<file path="config.mk">
export PLATFORM = sky130hd
export DESIGN_NAME = core_subset
export DESIGN_NICKNAME = d
export VERILOG_FILES = /design/src/rtl/core_subset_pkg.sv /design/src/rtl/core_subset.sv
export SDC_FILE = /design/constraint.sdc
export NUM_CORES = 1
export LEC_CHECK = 0
export BUFFER_PORTS_ARGS = -buffer_cell sky130_fd_sc_hd__buf_2
export CAP_MARGIN = 20
export CORE_MARGIN = 2
export CORE_UTILIZATION = 45
export DETAILED_ROUTE_END_ITERATION = 16
export PLACE_DENSITY = 0.73
export SLEW_MARGIN = 20
export SYNTH_ARGS = -nofsm -noshare
export SYNTH_HDL_FRONTEND = slang
export SYNTH_SLANG_ARGS = --single-unit
</file>
<file path="constraint.sdc">
create_clock -name clock -period 2.1 [get_ports clock]
set_clock_uncertainty 0.05 [all_clocks]
set_input_delay 0.21 -clock clock [delete_from_list [all_inputs] [get_ports clock]]
set_output_delay 0.21 -clock clock [all_outputs]
set_load 0.05 [all_outputs]
</file>
<file path="src/rtl/core_subset_pkg.sv">
// Constants, field layouts and types for the byte and literal core subset.
// Assumes a single 50 MHz clock and a plain register port of its own.
package core_subset_pkg;

  // Widths of the instruction word, operands, program counter and register port.
  localparam int INSN_W  = 14;
  localparam int FADDR_W = 7;
  localparam int DATA_W  = 8;
  localparam int PC_W    = 13;
  localparam int PCL_W   = 11;
  localparam int PLH_W   = 5;
  localparam int RADDR_W = 8;
  localparam int RDATA_W = 32;

  // Field positions inside the instruction word and the counter high latch.
  localparam int DEST_BIT = 7;
  localparam int PLH_HI   = 4;
  localparam int PLH_LO   = 3;

  // Opcode patterns, matched against the top bits of the word.
  localparam logic [2:0] OP_BRANCH    = 3'h5;
  localparam logic [5:0] OP_INC_FILE  = 6'h0A;
  localparam logic [5:0] OP_INC_SKIP  = 6'h0F;
  localparam logic [5:0] OP_OR_FILE   = 6'h04;
  localparam logic [5:0] OP_MOVE_FILE = 6'h08;
  localparam logic [5:0] OP_STORE_W   = 6'h00;
  localparam logic [5:0] OP_OR_LIT    = 6'h38;
  localparam logic [3:0] OP_LOAD_LIT  = 4'hC;

  // Register port offsets and bit positions.
  localparam logic [RADDR_W-1:0] REG_CTRL   = 8'h00;
  localparam logic [RADDR_W-1:0] REG_PCHIGH = 8'h04;
  localparam logic [RADDR_W-1:0] REG_WORK   = 8'h08;
  localparam logic [RADDR_W-1:0] REG_STATUS = 8'h0C;
  localparam logic [RADDR_W-1:0] REG_PC     = 8'h10;
  localparam int CTRL_RUN_BIT  = 0;
  localparam int STAT_ZERO_BIT = 0;
  localparam int STAT_NOP_BIT  = 1;

  // Reset values, and the constants one and zero.
  localparam logic [DATA_W-1:0] WORK_RST = 8'h00;
  localparam logic [PC_W-1:0]   PC_RST   = 13'h0000;
  localparam logic [PLH_W-1:0]  PLH_RST  = 5'h00;
  localparam logic [DATA_W-1:0] ONE      = 8'h01;
  localparam logic [DATA_W-1:0] ZERO     = 8'h00;

  // The four oscillator periods of one instruction cycle.
  typedef enum logic [1:0] {
    PH_DECODE  = 2'b00,
    PH_READ    = 2'b01,
    PH_PROCESS = 2'b10,
    PH_WRITE   = 2'b11
  } phase_t;

endpackage : core_subset_pkg

</file>
<file path="src/rtl/core_subset.sv">
// Decode and execute logic for a byte and literal instruction subset.
// Assumes program memory and file space answer combinationally to the
// address outputs, and that all inputs are synchronous to clock.
// Operation
// - Each instruction takes one cycle, and a taken skip or a branch adds a second cycle that does nothing.
// - An instruction cycle is four clocks: decode, read, process and write.
// - Byte operations send the result to the working register when the destination bit is zero and to the file register when it is one.
// - A branch loads the eleven-bit literal into the low counter bits and bits 4:3 of the high latch into the top two, in two cycles.
// - Increment-and-skip adds one into the destination, leaves the flags alone and voids the next instruction when the result is zero.
// - Or-literal ORs the working register with the literal into the working register and updates the zero flag.
// - Or-file ORs the working register with the file register into the chosen destination and updates the zero flag.
// - Load-literal puts the literal in the working register and touches no flag, ignoring the two don't-care bits.
// - Move-file copies the register to the chosen destination and updates the zero flag, so a write-back is a zero test.
// - Instruction words are fourteen bits, an opcode field plus operand fields.
// - The file operand is a seven-bit address from 0x00 to 0x7F.
//
// Design decisions made here: strobed register access and the address map.

`timescale 1ns/1ps

module core_subset
  import core_subset_pkg::*;
(
  input  wire logic               clock,
  input  wire logic               rst_n,
  input  wire logic [RADDR_W-1:0] reg_addr,
  input  wire logic [RDATA_W-1:0] reg_wdata,
  input  wire logic               reg_wr,
  input  wire logic               reg_rd,
  output logic      [RDATA_W-1:0] reg_rdata,
  output logic      [PC_W-1:0]    prog_addr,
  input  wire logic [INSN_W-1:0]  prog_data,
  output logic      [FADDR_W-1:0] file_addr,
  input  wire logic [DATA_W-1:0]  file_rdata,
  output logic      [DATA_W-1:0]  file_wdata,
  output logic                    file_we,
  output logic      [1:0]         phase
);

  phase_t              phase_ff;
  phase_t              nxt_phase;
  logic [INSN_W-1:0]   insn_ff;
  logic [DATA_W-1:0]   opnd_ff;
  logic [DATA_W-1:0]   result_ff;
  logic [DATA_W-1:0]   work_ff;
  logic                zero_ff;
  logic                void_ff;
  logic [PC_W-1:0]     pc_ff;
  logic [PLH_W-1:0]    plh_ff;
  logic                run_ff;
  logic [FADDR_W-1:0]  file_addr_ff;
  logic [DATA_W-1:0]   file_wdata_ff;
  logic                file_we_ff;
  logic [RDATA_W-1:0]  rdata_ff;

  // Opcode decode; a voided cycle decodes as nothing at all.
  wire live        = ~void_ff;
  wire is_branch   = live && (insn_ff[13:11] == OP_BRANCH);
  wire is_inc_file = live && (insn_ff[13:8] == OP_INC_FILE);
  wire is_inc_skip = live && (insn_ff[13:8] == OP_INC_SKIP);
  wire is_or_file  = live && (insn_ff[13:8] == OP_OR_FILE);
  wire is_move     = live && (insn_ff[13:8] == OP_MOVE_FILE);
  wire is_store_w  = live && (insn_ff[13:8] == OP_STORE_W)
                          && insn_ff[DEST_BIT];
  wire is_or_lit   = live && (insn_ff[13:8] == OP_OR_LIT);
  wire is_load_lit = live && (insn_ff[13:10] == OP_LOAD_LIT);
  wire is_byte_op  = is_inc_file | is_inc_skip | is_or_file | is_move;
  wire dest_file   = insn_ff[DEST_BIT];
  wire [DATA_W-1:0] literal = insn_ff[DATA_W-1:0];

  // Result selection for the process phase.
  wire [DATA_W-1:0] inc_val = opnd_ff + ONE;
  wire [DATA_W-1:0] nxt_result =
      (is_inc_file | is_inc_skip) ? inc_val :
      is_or_file  ? (work_ff | opnd_ff) :
      is_move     ? opnd_ff :
      is_store_w  ? work_ff :
      is_or_lit   ? (work_ff | literal) :
      is_load_lit ? literal : ZERO;

  // Destination and flag steering for the write phase.
  wire to_file  = (is_byte_op && dest_file) || is_store_w;
  wire to_work  = (is_byte_op && !dest_file) || is_or_lit || is_load_lit;
  wire zero_upd = is_inc_file | is_or_file | is_move | is_or_lit;
  wire res_zero = (result_ff == ZERO);
  wire skip     = is_inc_skip && res_zero;

  // A taken skip or branch makes the following cycle a no-operation.
  wire nxt_void = is_branch | skip;
  wire [PC_W-1:0] pc_branch =
      {plh_ff[PLH_HI:PLH_LO], insn_ff[PCL_W-1:0]};
  // The branch lands one short of its target. The voided second cycle
  // still steps the counter, so the counter reaches the target and the
  // target word runs next, without a second register to tell skips from
  // branches. Software that reads the counter during that voided cycle
  // sees the target minus one.
  wire [PC_W-1:0] pc_land = pc_branch - PC_W'(1);
  wire [PC_W-1:0] pc_step = pc_ff + PC_W'(1);
  wire [PC_W-1:0] nxt_pc  = is_branch ? pc_land : pc_step;

  // The cycle only starts while running, but a started cycle finishes.
  always_comb
  begin
    nxt_phase = phase_ff;
    case (phase_ff)
      PH_DECODE:  nxt_phase = run_ff ? PH_READ : PH_DECODE;
      PH_READ:    nxt_phase = PH_PROCESS;
      PH_PROCESS: nxt_phase = PH_WRITE;
      PH_WRITE:   nxt_phase = PH_DECODE;
      default:    nxt_phase = PH_DECODE;
    endcase
  end

  // Register port decode.
  wire wr_ctrl = reg_wr && (reg_addr == REG_CTRL);
  wire wr_plh  = reg_wr && (reg_addr == REG_PCHIGH);
  wire [RDATA_W-1:0] rd_mux =
      (reg_addr == REG_CTRL)   ? RDATA_W'(run_ff) :
      (reg_addr == REG_PCHIGH) ? RDATA_W'(plh_ff) :
      (reg_addr == REG_WORK)   ? RDATA_W'(work_ff) :
      (reg_addr == REG_STATUS) ? RDATA_W'({void_ff, zero_ff}) :
      (reg_addr == REG_PC)     ? RDATA_W'(pc_ff) : '0;
  wire [RDATA_W-1:0] nxt_rdata = reg_rd ? rd_mux : '0;

  // Phase sequencer.
  always_ff @(posedge clock or negedge rst_n)
  begin
    if (!rst_n)
      phase_ff <= PH_DECODE;
    else
      phase_ff <= nxt_phase;
  end

  // Decode phase: latch the word and present its file address.
  always_ff @(posedge clock or negedge rst_n)
  begin
    if (!rst_n)
    begin
      insn_ff      <= '0;
      file_addr_ff <= '0;
    end
    else if (phase_ff == PH_DECODE && run_ff)
    begin
      insn_ff      <= prog_data;
      file_addr_ff <= prog_data[FADDR_W-1:0];
    end
  end

  // Read and process phases: fetch the operand, then form the result.
  // The write strobe is armed here so it is high for the whole write clock.
  always_ff @(posedge clock or negedge rst_n)
  begin
    if (!rst_n)
    begin
      opnd_ff       <= ZERO;
      result_ff     <= ZERO;
      file_wdata_ff <= ZERO;
      file_we_ff    <= 1'b0;
    end
    else
    begin
      if (phase_ff == PH_READ)
        opnd_ff <= file_rdata;
      if (phase_ff == PH_PROCESS)
      begin
        result_ff     <= nxt_result;
        file_wdata_ff <= nxt_result;
      end
      file_we_ff <= (phase_ff == PH_PROCESS) && to_file;
    end
  end

  // Write phase: working register, zero flag and program counter.
  always_ff @(posedge clock or negedge rst_n)
  begin
    if (!rst_n)
    begin
      work_ff <= WORK_RST;
      zero_ff <= 1'b0;
      pc_ff   <= PC_RST;
      void_ff <= 1'b0;
    end
    else if (phase_ff == PH_WRITE)
    begin
      if (to_work)
        work_ff <= result_ff;
      if (zero_upd)
        zero_ff <= res_zero;
      pc_ff   <= nxt_pc;
      void_ff <= nxt_void;
    end
  end

  // Software registers, which hold until rewritten, and read data, which stands for one clock only.
  always_ff @(posedge clock or negedge rst_n)
  begin
    if (!rst_n)
    begin
      run_ff   <= 1'b0;
      plh_ff   <= PLH_RST;
      rdata_ff <= '0;
    end
    else
    begin
      if (wr_ctrl)
        run_ff <= reg_wdata[CTRL_RUN_BIT];
      if (wr_plh)
        plh_ff <= reg_wdata[PLH_W-1:0];
      rdata_ff <= nxt_rdata;
    end
  end

  // Every output is a flip-flop.
  assign reg_rdata  = rdata_ff;
  assign prog_addr  = pc_ff;
  assign file_addr  = file_addr_ff;
  assign file_wdata = file_wdata_ff;
  assign file_we    = file_we_ff;
  assign phase      = phase_ff;

endmodule : core_subset

</file>
==> impl_results.md <==
* Seq/Total Area, Yosys at 41.76%
* Synthesized cell area at 4494 µm²
* Synthesized instance count at 478
* Psw at 3.669 mW
* Total grt overflow at 0
* Worst slack, placed at 0.04830 ns
* Synth async-reset ratio at 100.0%
* Clock Sinks at 75
* Number of flops mapped to enable cells by yosys at 0
* Final Hold Violating Endpoints at 0
* Worst path max stage delay at 0.54 ns
* Vias in the first global route at 3661
* Fin Hold WS at 0.01863 ns
* Max_slew headroom at 66.17%
* Critical Path RT at 2.35 ns
* Clock Path Buffers at 2
* N_diodes at 0
* Comb pwr share at 52.7%
* DP HPWL at 8.586 mm
* Static Leak at 2.411 nW
* Iteration-0 DRC count of the detailed router at 220
* Die width at 103.9 µm
* Port Buffer Count at 82
* Synthesis-to-layout area growth at 18.21%
* Fin crit period at 2.100 ns
* Type of destination of the critical path: flop
* CTS tree: yes
* R2R Setup Slk at 0.00005 ns
* WP data arrival at 2.35 ns
* Worst Path Class, Setup: reg -> reg
* FF-to-FF Start: insn_ff[12]
* Yosys Warn Count at 0
* RSZ-0062 raised after global routing: true
* Worst setup SP type: flop
* Fillers at 881
* Clk_lat worst skew at 0.36 ns
* Achievable frequency at 476.2 MHz
* Global Route Usage Sum at 21.09%
* Fraction of layout cells with a size suffix above 1 at 33.10%
* Switch share at 49.20%
* Worst-Margin Slew at 0.5074 ns
* Critical-path cell list: or4b_4 > a2111oi_4 > buf_4 > a21oi_1 > nor3_2 > or3_1
* Sequential Power Share at 33.5%
* I/O pin total at 129
* Distinct cells, synth at 57
* Mean Syn Cell Area at 9.402 µm²
* Final Cycle Share at 100.0%
* Max-Cap Viols at 0
* Pwr dens at 1404 nW/µm²
* CTS root buffer: clkbuf_8
* Finish-stage setup viols at 0
* Flops & latches, synth at 75
* DIE AREA at 10800 µm²
* Routability cong. at 0.9237
* P_int at 3.789 mW
* First-pass GRT wire length at 18.32 mm
* WL final at 11.14 mm
* Hold Path Class: in -> reg
* Finished Core Util at 54.60%
* Via/cell ratio at 5.430
* Hold Crit Start: file_rdata[7]
* Post-route ant nets at 0
* R2r worst-path depth at 6
* Crit path max fanout at 4
* Max-slew violations at 0
* Non-filler cells, final at 710
* Slowest stage cell, crit path: or4b_4
* DR pass1 iterations at 4
* Clock power share at 13.7%
* Clock slew at reported path FFs at 0.08 ns
* Main synth FF type: dfrtp_1
* Largest net degree at the start of global routing at 33
* Initial antenna violation count at 0
* Total CTS buffers at 9
* Run status: completed
* Final setup TNS at 0 ns
* Core ar. at 9729 µm²
* H-tree levels at 3
* Via count at 3855
* Min-Delay Endpoint: opnd_ff[7]
* # DRC at 0
* Initial Utilization at 46.19%
* Worst vdd ir at 0.0007520 V
* Placed insts at 692
* Worst Hold Depth at 3
* Most common cell after layout, fill and taps aside: buf_2
* Die Y-Extent at 103.9 µm
* Per-cell routed wire length at 15.69 µm
* Row count at 36
* Most frequent cells in the layout: buf_2 (82), dfrtp_1 (73), nor2_1 (43)
* Final worst slack at 0.00005373 ns
* Reg2reg end: file_wdata[6]
* Final nets at 646
[routing by layer]
metal	vias up	track usage (%)	routed length [µm]
met1	1829	26.48	4712
li1	1850	-	-
met2	153	35.62	5544
met5	-	0	0
met4	0	7.529	244
met3	23	4.950	636
[flip-flops by register name (all words and copies together), names as in the netlist]
signal	count
file_wdata	8
file_we	1
insn_ff	14
opnd_ff	8
phase	2
plh_ff	5
prog_addr	13
reg_rdata	13
run_ff	1
void_ff	1
work_ff	8
zero_ff	1
[area by class of cell]
class / count / area [µm²] / area share [%]
Multi-Input combinational cell: 359 / 2335 / 43.95
Sequential cell: 75 / 1879 / 35.37
Timing Repair Buffer: 118 / 720.7 / 13.57
Tap cell: 133 / 166.4 / 3.132
Clock buffer: 10 / 137.6 / 2.591
Clock inverter: 6 / 40.04 / 0.7536
Inverter: 9 / 33.78 / 0.6359
[kinds of logic after synthesis]
family	synth area share, %
buffers and inverters	8.324
multiplexers	9.994
adder cells (fa/ha/maj)	2.227
XOR/XNOR	3.118
AO/OA/AOI/OAI	14.70
other	0.08344
AND/OR/NAND/NOR	19.79
flip-flops	41.76
[worst max-delay path by stage]
stage | startpoint | end | slack [ns] | cells past startpoint
5_1_grt | insn_ff[12] | file_wdata[6] | -0.08 | 6
3_5_place_dp | insn_ff[12] | file_wdata[4] | 0.05 | 5
2_1_floorplan | prog_addr[0] | prog_addr[12] | 0.03 | 6
6_report | insn_ff[12] | file_wdata[6] | 0.00005 | 6
4_1_cts | insn_ff[12] | file_wdata[4] | 0.03 | 5
3_3_place_gp | insn_ff[12] | file_wdata[1] | 0.09 | 6
[per-stage QoR]
stage          cell area (µm²)  power (mW)
2_1_floorplan             4564       5.367
3_3_place_gp              5094       6.234
3_5_place_dp              5094       6.392
4_1_cts                   5281       7.431
5_1_grt                   5313       7.931
6_report                  5313       7.458
[cells in the mapped netlist (4+ instances only)]
| cell type | number | share of area, % |
|---|---|---|
| xor2_1 | 5 | 0.97 |
| dfrtp_1 | 75 | 42 |
| nor2_1 | 43 | 3.6 |
| nor3_1 | 21 | 2.3 |
| and3_1 | 4 | 0.56 |
| o21ai_0 | 18 | 2.0 |
| mux2_2 | 38 | 9.5 |
| nor2b_1 | 7 | 0.97 |
| or3_1 | 8 | 1.1 |
| nand2_1 | 37 | 3.1 |
| clkbuf_1 | 19 | 1.6 |
| a21oi_1 | 37 | 4.1 |
| inv_1 | 9 | 0.75 |
| a22oi_1 | 6 | 1.0 |
| buf_4 | 27 | 4.5 |
| nor4_1 | 5 | 0.70 |
| ha_1 | 8 | 2.2 |
| nand3_1 | 21 | 2.3 |
| or4_1 | 4 | 0.67 |
| xnor2_1 | 11 | 2.1 |
| and2_1 | 5 | 0.70 |
| nand2b_1 | 8 | 1.1 |
[power groups by stage]
stage          sequential [mW]  combinational, mW  clock [mW]
2_1_floorplan             2.99               2.38           0
3_3_place_gp              2.47               3.76           0
3_5_place_dp              2.50               3.89           0
4_1_cts                   2.47               3.90        1.05
5_1_grt                   2.57               4.25        1.11
6_report                  2.50               3.93        1.02
[critical path, delay by kind of cell, from the launching register on]
kind | cells | cell delay [ns]
AO/OA/AOI/OAI | 2 | 0.55
buffers and inverters | 1 | 0.19
flip-flops | 1 | 0.40
AND/OR/NAND/NOR | 3 | 0.85
[timing repair]
action | 4_1_cts | 5_1_grt
gates resized for setup | 0 | 6
setup endpoints to repair | 0 | 14
hold endpoints to repair | 20 | 0
hold buffers | 1 | 0
buffers inserted | 0 | 1
Power figures use the tool's default switching activity.
